==> config.mk <==
export PLATFORM = sky130hd
export DESIGN_NAME = cbtm_core
export DESIGN_NICKNAME = d
export VERILOG_FILES = /design/src/hdl/cbtm_pkg.sv /design/src/hdl/cbtm_sync.sv /design/src/hdl/cbtm_core.sv
export SDC_FILE = /design/constraint.sdc
export NUM_CORES = 1
export LEC_CHECK = 0
export BUFFER_PORTS_ARGS = -buffer_cell sky130_fd_sc_hd__buf_4
export CAP_MARGIN = 20
export CORE_MARGIN = 2
export CORE_UTILIZATION = 55
export CTS_CLUSTER_DIAMETER = 80
export CTS_CLUSTER_SIZE = 28
export DETAILED_ROUTE_END_ITERATION = 10
export PLACE_DENSITY_LB_ADDON = 0.3
export SYNTH_ARGS = -nofsm -noshare
export SYNTH_HDL_FRONTEND = slang
export SYNTH_SLANG_ARGS = --single-unit
==> constraint.sdc <==
create_clock -name mclk -period 6.8 [get_ports mclk]
set_input_delay 0.34 -clock mclk [delete_from_list [all_inputs] [get_ports mclk]]
set_output_delay 0.34 -clock mclk [all_outputs]
set_load 0.03 [all_outputs]
==> src/hdl/cbtm_pkg.sv <==
// package: constants and carriers for the command-bus training block
package cbtm_pkg;
    localparam int CLK_MHZ          = 250;
    localparam int REF_LONG_NS      = 250;
    localparam int REF_SHORT_NS     = 80;
    localparam int REF_LONG_CYC     = (REF_LONG_NS * CLK_MHZ) / 1000;
    localparam int REF_SHORT_CYC    = (REF_SHORT_NS * CLK_MHZ) / 1000;
    localparam int FIRST_CMD_NS     = 250;
    localparam int FIRST_CMD_CYC    = (FIRST_CMD_NS * CLK_MHZ + 999) / 1000;
    localparam int CA_W             = 6;
    localparam int REF_W            = 7;
    localparam int CNT_W            = 10;
    localparam logic [REF_W-1:0] REF_RST = 7'h4D;

    typedef struct packed {
        logic             wr_sel;
        logic             op_sel;
        logic             cbt_en;
    } cbtm_ctl_t;

    typedef struct packed {
        logic [REF_W-1:0] ref_lvl;
        logic             ca_term;
    } cbtm_fsp_t;

    typedef enum logic [2:0] {
        ST_IDLE  = 3'b001,
        ST_ARMED = 3'b010,
        ST_TRAIN = 3'b100
    } cbtm_state_t;
endpackage

==> src/hdl/cbtm_sync.sv <==
// three-stage synchroniser with agree-to-change filter
`timescale 1ns/1ps
module cbtm_sync #(
    parameter int W = 1
) (
    input  wire logic         mclk,
    input  wire logic         rstn,
    input  wire logic [W-1:0] din,
    output logic      [W-1:0] dout
);
    logic [W-1:0] s1_r;
    logic [W-1:0] s2_r;
    logic [W-1:0] s3_r;

    always_ff @(posedge mclk)
    begin
        if (!rstn)
        begin
            s1_r <= '0;
            s2_r <= '0;
            s3_r <= '0;
            dout <= '0;
        end
        else
        begin
            s1_r <= din;
            s2_r <= s1_r;
            s3_r <= s2_r;
            for (int i = 0; i < W; i++)
            begin
                if (s2_r[i] == s3_r[i])
                    dout[i] <= s3_r[i];
            end
        end
    end
endmodule // cbtm_sync

==> src/hdl/cbtm_core.sv <==
// device-side command-bus training: set-point switching, reference capture, CA echo
`timescale 1ns/1ps
module cbtm_core #(
    parameter int SHORT_CYC = cbtm_pkg::REF_SHORT_CYC,
    parameter int LONG_CYC  = cbtm_pkg::REF_LONG_CYC
) (
    input  wire logic                        mclk,
    input  wire logic                        rstn,
    input  wire logic                        cke,
    input  wire logic                        cs,
    input  wire logic [cbtm_pkg::CA_W-1:0]   ca,
    input  wire logic                        dqs,
    input  wire logic [cbtm_pkg::REF_W-1:0]  dq_ref,
    input  wire logic                        term_die,
    input  wire logic                        ca_term_pad_gnd,
    input  wire cbtm_pkg::cbtm_ctl_t         ctl,
    input  wire cbtm_pkg::cbtm_fsp_t         fsp0,
    input  wire cbtm_pkg::cbtm_fsp_t         fsp1,
    output logic                             device_is_term,
    output logic                             decode_en,
    output logic                             in_training,
    output logic                             active_set_point,
    output logic                             ca_term_on,
    output logic [cbtm_pkg::REF_W-1:0]       ca_reference_level,
    output logic [cbtm_pkg::CA_W-1:0]        dq_fb,
    output logic                             dq_fb_oe
);
    logic                       cke_s;
    logic                       dqs_s;
    logic [cbtm_pkg::REF_W-1:0] dq_s;
    logic                       dqs_d_r;
    logic                       cke_d_r;
    cbtm_pkg::cbtm_state_t      state_r;
    logic                       orig_sp_r;
    logic [cbtm_pkg::REF_W-1:0] cap_r;
    logic [cbtm_pkg::REF_W-1:0] cap_prev_r;
    logic [cbtm_pkg::REF_W-1:0] tmp_ref_r;
    logic                       tmp_valid_r;
    logic [cbtm_pkg::CNT_W-1:0] settle_r;
    logic                       pend_r;
    logic                       multi_r;
    logic                       apply_now;
    logic                       strobe_edge;
    logic                       cke_fall;
    logic                       cke_rise;
    logic                       single_step;
    cbtm_pkg::cbtm_fsp_t        act_fsp;

    // cke gates decoding and training entry and exit, so it is filtered like dqs; dq follows the same delay
    cbtm_sync #(.W(1)) u_cke (.mclk(mclk), .rstn(rstn), .din(cke), .dout(cke_s));
    cbtm_sync #(.W(1)) u_dqs (.mclk(mclk), .rstn(rstn), .din(dqs), .dout(dqs_s));
    cbtm_sync #(.W(cbtm_pkg::REF_W)) u_dq (.mclk(mclk), .rstn(rstn), .din(dq_ref),
                                           .dout(dq_s));

    assign strobe_edge = dqs_s != dqs_d_r;
    assign cke_fall    = cke_d_r && !cke_s;
    assign cke_rise    = !cke_d_r && cke_s;
    assign act_fsp     = active_set_point ? fsp1 : fsp0;
    // one bit wider so that a wrap from the top code to zero is not a single step
    assign single_step = ({1'b0, cap_r} == {1'b0, cap_prev_r} + 8'h01) ||
                         ({1'b0, cap_r} + 8'h01 == {1'b0, cap_prev_r});

    always_ff @(posedge mclk)
    begin
        if (!rstn)
        begin
            // matches the synchroniser's reset output, so no false fall follows reset
            cke_d_r <= 1'b0;
            dqs_d_r <= 1'b0;
        end
        else
        begin
            cke_d_r <= cke_s;
            dqs_d_r <= dqs_s;
        end
    end

    // training state
    always_ff @(posedge mclk)
    begin
        if (!rstn)
        begin
            state_r   <= cbtm_pkg::ST_IDLE;
            orig_sp_r <= 1'b0;
        end
        else
        begin
            unique case (state_r)
                cbtm_pkg::ST_IDLE:
                    if (ctl.cbt_en && cke_s)
                        state_r <= cbtm_pkg::ST_ARMED;
                cbtm_pkg::ST_ARMED:
                    if (!ctl.cbt_en)
                        state_r <= cbtm_pkg::ST_IDLE;
                    else if (cke_fall)
                    begin
                        orig_sp_r <= ctl.op_sel;
                        state_r   <= cbtm_pkg::ST_TRAIN;
                    end
                cbtm_pkg::ST_TRAIN:
                    if (cke_rise)
                        state_r <= cbtm_pkg::ST_ARMED;
                default:
                    state_r <= cbtm_pkg::ST_IDLE;
            endcase
        end
    end

    assign in_training      = state_r == cbtm_pkg::ST_TRAIN;
    assign active_set_point = in_training ? !orig_sp_r : ctl.op_sel;
    assign decode_en        = !in_training && cke_s;
    assign device_is_term   = term_die;
    // a grounded pad overrides any set-point setting
    assign ca_term_on       = act_fsp.ca_term && !ca_term_pad_gnd;

    // reference capture: every strobe edge overwrites, settle restarts
    always_ff @(posedge mclk)
    begin
        if (!rstn || !in_training)
        begin
            cap_r      <= cbtm_pkg::REF_RST;
            cap_prev_r <= cbtm_pkg::REF_RST;
            pend_r     <= 1'b0;
            multi_r    <= 1'b0;
            settle_r   <= '0;
        end
        else if (strobe_edge)
        begin
            if (!pend_r)
                cap_prev_r <= tmp_valid_r ? tmp_ref_r : act_fsp.ref_lvl;
            // a changed value under repeated strobes forces the long settle
            multi_r  <= multi_r || (pend_r && dq_s != cap_r);
            cap_r    <= dq_s;
            pend_r   <= 1'b1;
            settle_r <= '0;
        end
        else if (apply_now)
        begin
            // next capture starts from the applied value
            pend_r  <= 1'b0;
            multi_r <= 1'b0;
        end
        else if (pend_r)
            settle_r <= settle_r + 10'h001;
    end

    // temporary reference, dropped on exit
    always_ff @(posedge mclk)
    begin
        if (!rstn || !in_training)
        begin
            tmp_ref_r   <= cbtm_pkg::REF_RST;
            tmp_valid_r <= 1'b0;
        end
        else if (apply_now)
        begin
            tmp_ref_r   <= cap_r;
            tmp_valid_r <= 1'b1;
        end
    end

    // pend is cleared once the value is applied
    always_comb
    begin
        apply_now = 1'b0;
        if (pend_r && !strobe_edge)
        begin
            if (settle_r >= cbtm_pkg::CNT_W'(LONG_CYC))
                apply_now = 1'b1;
            else if (single_step && !multi_r &&
                     settle_r >= cbtm_pkg::CNT_W'(SHORT_CYC))
                apply_now = 1'b1;
        end
    end

    always_ff @(posedge mclk)
    begin
        if (!rstn)
            ca_reference_level <= cbtm_pkg::REF_RST;
        else
            ca_reference_level <= (in_training && tmp_valid_r) ? tmp_ref_r
                                                               : act_fsp.ref_lvl;
    end

    // ca echo is registered; the pins are shown as latched on this clock
    always_ff @(posedge mclk)
    begin
        if (!rstn)
        begin
            dq_fb    <= '0;
            dq_fb_oe <= 1'b0;
        end
        else
        begin
            dq_fb_oe <= in_training;
            if (in_training && cs)
                dq_fb <= ca;
        end
    end
endmodule // cbtm_core

### Word level (Yosys, flattened, before mapping)

Index checks and enable logic that the tools add are counted.

* equal/unequal tests: 19
* $add $sub $neg: 3
* bitwise gates (word level): 2
* $lt $le $gt $ge: 2
* mux-type cells: 15
* reduce and logical (&&, ||, !) cells: 28

Operators by type and width (count)
* $add A7 B1 Y8 const B: 2
* $mux W7: 2
* $mux W3: 4
* $logic_and A1 B1 Y1: 11
* $add A10 B1 Y10 const B: 1
* $ge A10 B5 Y1 const B: 1
* $ge A10 B6 Y1 const B: 1
* $eq A1 B1 Y1: 9
* $pmux W3 S3: 1
* $eq A7 B8 Y1: 1
* $eq A8 B7 Y1: 1
* $logic_not A1 Y1: 8
* $mux W8: 1
* $mux W1: 7
* $ne A7 B7 Y1: 1
* $reduce_and A3 Y1: 2
* $reduce_and A2 Y1: 2
* $eq A3 B1 Y1 const B: 1
* $eq A3 B2 Y1 const B: 1
* $eq A3 B3 Y1 const B: 1
* $logic_or A1 B1 Y1: 3
* $ne A3 B3 Y1 const B: 1
* $ne A2 B1 Y1 const B: 1
* $ne A2 B2 Y1 const B: 1
* other kinds (4): 5

* bits of input ports: 39
* register bits after elaboration: 90
* word-level logic and storage cells: 101
* output and inout port bits: 19

### Logic depth before layout (Yosys ltp)

Gate-level depths: netlist of the first run.

* depth in word-level cells: 10
* mapped depth: 10
* depth with buffers taken out: 8

### Cells and area by module

Synthesis of the first run repeated with hierarchy kept, for this count alone.

* cell total of the unflattened synthesis: 412
* area, all modules: 3915.0 um^2

Modules (own cells, without submodules)
* cbtm_core: cells an instance 320, sequential area each 1081.0 um^2, area each 2854.0 um^2, instances 1
* cbtm_sync (u_dq): cells an instance 72, sequential area each 560.5 um^2, area each 828.3 um^2, instances 1
* cbtm_sync (u_cke ...): cells an instance 10, sequential area each 80.1 um^2, area each 116.4 um^2, instances 2

### Worst setup path before layout of the first run

OpenSTA, ideal clock, no wires.

* kind: register -> output
* start point: register state_r[2]
* end point: output ca_term_on
* data arrival time: 2.298 ns
* path buffers: 1
* path slack: 4.162 ns
* cell stages (with the launch flop): 6
* cell sequence: dfxtp_1 clkbuf_1 nor3b_2 mux2i_2 mux2i_1 nor2_1

* cells in the longest elaborated chain, start to end: 4

RTL lines
* start: declaration: RTL line cbtm_core.sv:33 `cbtm_pkg::cbtm_state_t state_r;`
* start signal: assignment: RTL line cbtm_core.sv:83 `state_r <= cbtm_pkg::ST_IDLE;`
* start signal: assignment: RTL line cbtm_core.sv:91 `state_r <= cbtm_pkg::ST_ARMED;`
* start signal: assignment: RTL line cbtm_core.sv:94 `state_r <= cbtm_pkg::ST_IDLE;`
* $eq A3 B3 Y1: RTL line cbtm_core.sv:109 `assign in_training = state_r == cbtm_pkg::ST_TRAIN;`
* net in_training: RTL line cbtm_core.sv:21 `output logic in_training,`
* $mux W1: RTL line cbtm_core.sv:110 `assign active_set_point = in_training ? !orig_sp_r : ctl.op_sel;`
* $mux W8: RTL line cbtm_core.sv:58 `assign act_fsp = active_set_point ? fsp1 : fsp0;`
* $logic_and A1 B1 Y1: RTL line cbtm_core.sv:114 `assign ca_term_on = act_fsp.ca_term && !ca_term_pad_gnd;`
* end: declaration: RTL line cbtm_core.sv:23 `output logic ca_term_on,`

The timed path passes the listed nets, and every way through them passes these cells.

### Final worst setup path of the first run

* start point: register state_r[2]
* end point: output ca_term_on

* cells in the longest elaborated chain, start to end: 4

RTL lines (RTL line)
* $eq A3 B3 Y1: cbtm_core.sv:109
* $mux W1: cbtm_core.sv:110
* $mux W8: cbtm_core.sv:58
* $logic_and A1 B1 Y1: cbtm_core.sv:114

Every way passes these cells.

==> results of run 1 <==
power by group through the flow:
stage | Combinational, mW | Clock, mW | Sequential [mW]
3_3_place_gp | 0.123 | 0 | 0.579
2_1_floorplan | 0.101 | 0 | 0.570
3_5_place_dp | 0.130 | 0 | 0.580
4_1_cts | 0.130 | 0.337 | 0.568
5_1_grt | 0.146 | 0.356 | 0.571
6_report | 0.128 | 0.327 | 0.568
flip-flops by register name, summed over array words and instances (netlist names), 7 cells and up:
register / flops
ca_reference_level: 7
cap_prev_r: 7
cap_r: 7
settle_r: 10
tmp_ref_r: 7
u_dq.dout: 7
u_dq.s1_r: 7
u_dq.s2_r: 7
u_dq.s3_r: 7
cells by family (layout without fill, tap and decap cells):
kind of cell,after synthesis,count (layout),synth area share (%)
buf+inv,31,81,3.85
xor+xnor,24,24,5.97
flops,90,90,47.8
mux,27,27,7.40
simple gates,158,158,20.4
fa+ha+maj,4,4,1.33
compound gates,72,72,13.3
synth_stat cells (6+ instances only):
cell type and n:
a21oi_1 11, nand2_1 66, dfxtp_1 90, nand3_1 14, xor2_1 12, nor2_1 16, xnor2_1 10, clkbuf_1 15
o21ai_0 16, and2_1 30, a21boi_0 10, nor2b_1 9, o211ai_1 6, inv_1 9, mux2i_1 22
worst register-to-register path: stages, from the launching register on:
cell and delay, ns:
dfxtp_1 0.47, nor3b_2 0.53, nand2_1 0.50, inv_1 0.56
nand2_1 0.14, or4_1 0.54, nand2_1 0.08
stage by stage:
stage,std cells,utilization (%),area [um2],worst slack [ns]
global placement,519,62.1,4170,4.04
finish,536,64.9,4360,3.90
detailed placement,520,62.2,4180,3.94
floorplan,406,-,3770,4.16
CTS,536,64.9,4360,3.83
global route,536,64.9,4360,3.72
cell type report:
type | instances | area (um2)
clock buffers | 11 | 141
clock inverters | 5 | 37.5
fillers | 550 | 2360
inverters | 9 | 33.8
multi-input cells | 285 | 1830
flip-flops and latches | 90 | 1800
well taps | 80 | 100
repair buffers | 56 | 418
path summary, 6_finish.rpt:
| kind | from | to | slack (ns) | cells past startpoint |
|---|---|---|---|---|
| max reg2reg | state_r[2] | settle_r[2] | 3.93 | 6 |
| min reg2reg | u_cke.s1_r | u_cke.s2_r | 0.44 | 1 |
| max | state_r[2] | ca_term_on | 3.90 | 5 |
| min | dq_ref[4] | u_dq.s1_r[4] | 0.18 | 2 |
cells in the final DEF, fill, tap and decap left out, types with 10 or more instances in the layout:
cell type  instances
buf_4             55
and2_1            30
nor2_1            16
nand2_1           66
o21ai_0           16
dfxtp_1           90
xnor2_1           10
mux2i_1           22
xor2_1            12
nand3_1           14
a21oi_1           11
a21boi_0          10
clkbuf_8          10
per-layer routing:
metal  global-route usage (%)  share of wire, %  up-vias
met4                     7.24               1.6        0
li1                         -                 -     1470
met2                     32.5                49       44
met3                     4.86               3.6        9
met5                        0                 0        -
met1                     24.8                46     1336
==> impl_metrics.ini, run 1 <==
[status]
status = finished, final reports clean

[worst_setup_path]
critPathTopFamily = multiplexers
crit_path_cell_trace = nor3b_2 > mux2i_2 > mux2i_1 > nor2_1 > buf_4
crit_type = register to output port
required_ns = 6.46
max_stage_delay_ns = 0.74
path_buf_inv = 1
crit_path_end_kind = output port
worstPathMaxFanout = 9
critPathLaunchType = register
crit_slowest_cell = mux2i_2
arrival_ns = 2.56

[clock_network]
worst_skew_pair.late_latency_ns = 0.36
cts-root-buf = clkbuf_8
cts_buffer_depth = 2
cts_buffers = 9
cts.sinks = 90
path_clk_slew_ns = 0.08
ctsHoldBuffers = 0
cts_tree = yes
postCtsResizedCells = 0
post_cts_buffers = 0
h-tree-depth = 3

[logic_synthesis]
netlist_instances = 406
syn-num-nets = 449
async_flop_share_pct = 0
synth_edf_count = 0
synth_seq_area_share_pct = 47.8
ys_ff_latch = 90
synth.distinct_cells = 50
yosys-top-cells-area = dfxtp_1, nand2_1, mux2i_1, and2_1, xor2_1
synthFlopType = dfxtp_1
yosys_warnings = 0
synth_top_area_share_pct = 47.8
yosys.area.top_type = dfxtp_1
syn_area_mm2 = 0.00377
syn_area_per_cell_um2 = 9.29

[hold_path]
worst_hold_path_type = input pin to register

[power]
vdd_drop_max_mv = 0.158
p_comb_share_pct = 12.5
clkPwrFrac_pct = 32.0
p_total_mw = 1.02
p_int_mw = 0.754
switchingPower_mw = 0.269
seqPwrFrac_pct = 55.5
p_leak_nw = 1.77
sw_frac_of_total_pct = 26.3
power_density_mw_per_mm2 = 235

[detailed_routing]
drt_iter0_markers = 103
drt_wl_total_mm = 6.95
dr.pass1.iters = 5
via_per_inst = 5.33
drc_errors = 0
ant_nets = 0
vias = 2859
wire_per_inst_um = 13.0

[global_routing]
grt_pass1_vias = 2590
grt_antenna_before_repair = 0
overflow = 0
track_usage_pct = 19.7
grt_pass1_wl_mm = 11.6
grt_max_degree = 57

[die]
start_util_pct = 56.1
die_w_um = 86.8
dieHeight_um = 86.8
coreArea_mm2 = 0.00672
design.die.area_mm2 = 0.00754
ios = 58
rows = 30

[timing]
setup_viol = 0
rsz0062_at_grt = no
final_hold_viol_count = 0
worstMarginPinSlew_ns = 0.769
finalCritPeriodShare_pct = 42.6
slew-limit-headroom_pct = 47.7
drv_slew = 0
holdWs_ns = 0.184
fin_skew_ns = 0.00922
fin_tns_setup_ns = 0
fin_crit_ns = 2.90
fmax_mhz = 345

[placement]
place_congestion = 0.891
port_buffers = 54
dpl.hpwl_mm = 4.84

[cells_and_area]
nNetsFinal = 494
num_antenna_cells = 0
area_growth_pct = 15.5
drive_gt1_share_pct = 19.1

[flow_run]
max_cap_viol_count = 0
No activity file was read; power rests on OpenSTA's default activity.
==> run 2, diff against run 1 <==
- ABC_AREA: default -> 1
- clock period: 6.8 -> 2.9 ns (I/O delays scaled with it)
==> run 2 against run 1 <==
Compared with the run above:
- non-clock buffer count is 11 higher
- combinational power is 16% higher
- die area is 5.1% higher
- sequential power is 120% higher
- power is 120% higher
- critical path depth is 2 higher
- register-to-register slack worse by 3.2 ns
==> impl_metrics.ini, run 2 <==
[logic_synthesis]
yosysMostFrequentCell = nand2_1
synth_top_area_share_pct = 45.3
syn-num-nets = 602
yosys_warnings = 0
synth_seq_area_share_pct = 45.3
yosys.area.top_type = dfxtp_1
synthTopCellsByCount = nand2_1, inv_1, dfxtp_1
synth_top_family_by_area = simple AND/OR/NAND/NOR gates
netlist_instances = 559
synth_edf_count = 0
synth.distinct_cells = 36
syn_area_per_cell_um2 = 7.11
syn_area_mm2 = 0.00397
ys_ff_latch = 90
synth_xor_area_share_pct = 2.11
synth_fa_ha_area_share_pct = 1.26
muxShareOfSynthArea_pct = 0
synth-simple-area-share_pct = 24.7
async_flop_share_pct = 0
synthFlopType = dfxtp_1
yosys-top-cells-area = dfxtp_1, nand2_1, inv_1, a21oi_1, nand3_1
synth_compound_area_share_pct = 14.5

[power]
clkPwrFrac_pct = 36.5
vdd_drop_max_mv = 0.432
seqPwrFrac_pct = 56.9
p_leak_nw = 2.32
switchingPower_mw = 0.568
p_comb_share_pct = 6.6
p_int_mw = 1.67
power_density_mw_per_mm2 = 475
sw_frac_of_total_pct = 25.4

[timing]
setup_viol = 0
fmax_mhz = 422
drv_slew = 0
fin_crit_ns = 2.37
rsz0062_at_grt = no
finalCritPeriodShare_pct = 81.8
final_hold_viol_count = 0
slew-limit-headroom_pct = 56.8
fin_skew_ns = 0.0152
worstMarginPinSlew_ns = 0.648
fin_tns_setup_ns = 0

[clock_network]
cts.sinks = 90
cts_tree = yes
cts_buffer_depth = 2
h-tree-depth = 3
cts_buffers = 9
path_clk_slew_ns = 0.10
worst_skew_pair.late_latency_ns = 0.36
post_cts_buffers = 0
cts-root-buf = clkbuf_8
ctsHoldBuffers = 9
postCtsResizedCells = 0

[die]
die_w_um = 89
ios = 58
start_util_pct = 57.5
rows = 30
coreArea_mm2 = 0.00691
design.die.area_mm2 = 0.00792
dieHeight_um = 89

[worst_setup_path]
required_ns = 2.76
cpMostUsedCell = buf_4
critPathLaunchType = register
worstPathMaxFanout = 17
critPathTopFamily = compound AO/OA/AOI/OAI gates
crit_path_cell_trace = nor3_2 > buf_4 > inv_1 > o21ai_2 > nor2_1 > a211oi_1 > buf_4
arrival_ns = 2.23
crit_path_end_kind = output port
path_buf_inv = 3
max_stage_delay_ns = 0.54
crit_slowest_cell = o21ai_2
crit_type = register to output port

[detailed_routing]
drt_iter0_markers = 153
dr.pass1.iters = 5
drt_wl_total_mm = 8.27
drc_errors = 0
vias = 3633
wire_per_inst_um = 11.5
via_per_inst = 5.06
ant_nets = 0

[placement]
dpl.hpwl_mm = 6.11
port_buffers = 54
place_congestion = 0.925

[cells_and_area]
area_growth_pct = 18.3
num_antenna_cells = 0
regMostFlops = settle_r
drive_gt1_share_pct = 13.7
final_common_cell = nand2_1
final_core_util_pct = 68.1
nNetsFinal = 660
layout_common_cells = nand2_1, inv_1, dfxtp_1, buf_4, a21oi_1
largest_reg_flops = 10

[status]
status = finished, final reports clean

[global_routing]
grt_pass1_wl_mm = 14.2
track_usage_pct = 22.6
overflow = 0
grt_max_degree = 47
grt_pass1_vias = 3328
grt_antenna_before_repair = 0

[flow_run]
max_cap_viol_count = 0

[hold_path]
worst_hold_path_type = input pin to register
-- run 2: changes by cell type after synthesis, sizes merged, moves of 23 or more --
cell | before | now
mux2i | 23 | 0
inv | 9 | 100
and2 | 30 | 0
nand2 | 69 | 144
nor2 | 16 | 42
a21oi | 14 | 45
-- run 2: area by class of cell --
cell class	count	area, um2
Sequential cell	90	1800
Clock inverter	7	62.6
Fill cell	629	2200
Tap cell	96	120
Multi-Input combinational cell	348	1690
Timing Repair Buffer	67	526
Clock buffer	9	124
Inverter	101	379
-- run 2: path summary, 6_finish.rpt --
path / depth (start not counted) / start / slack (ns) / to
hold / removal: 3 / ca[4] / 0.05 / dq_fb[4]
setup reg to reg: 15 / cap_r[1] / 0.74 / settle_r[0]
setup / recovery: 7 / state_r[0] / 0.53 / ca_term_on
hold reg to reg: 2 / u_dq.s1_r[2] / 0.42 / u_dq.s2_r[2]
-- run 2: per-stage QoR --
stage	instance area [um2]	total power, mW	instances	hold slack [ns]	setup slack (ns)
2_1_floorplan	3970	1.38	559	0.243	0.874
3_3_place_gp	4430	1.43	693	0.290	0.825
3_5_place_dp	4430	1.44	693	0.290	0.776
4_1_cts	4700	2.25	718	0.0410	0.528
5_1_grt	4700	2.32	718	0.0611	0.201
6_report	4700	2.23	718	0.0519	0.529
-- run 2: cell families (layout without fill, tap and decap cells) --
family	Yosys count	after routing
adders and majority gates	4	4
DFF	90	90
xor gates and xnor gates	8	8
and+or+nand+nor	235	235
buffers and inverters	121	184
AOI/OAI and AO/OA	101	101
-- run 2: power by group through the flow --
stage	clock [mW]	combinational [mW]	sequential, mW
6_report	0.816	0.148	1.27
5_1_grt	0.881	0.166	1.27
4_1_cts	0.832	0.149	1.27
3_5_place_dp	0	0.139	1.30
3_3_place_gp	0	0.132	1.30
2_1_floorplan	0	0.0652	1.31
-- run 2: worst min-delay path, cell delays in order --
cell and delay [ns]:
buf_4 0.11, nand3_1 0.07, a21oi_1 0.06
-- run 2: layer usage --
layer	GRT usage (%)	part of all wire [%]	vias up
li1	-	-	1874
met4	8.01	2.1	0
met1	28.1	44	1650
met2	38.5	48	90
met3	5.45	5.7	19
met5	0	0	-
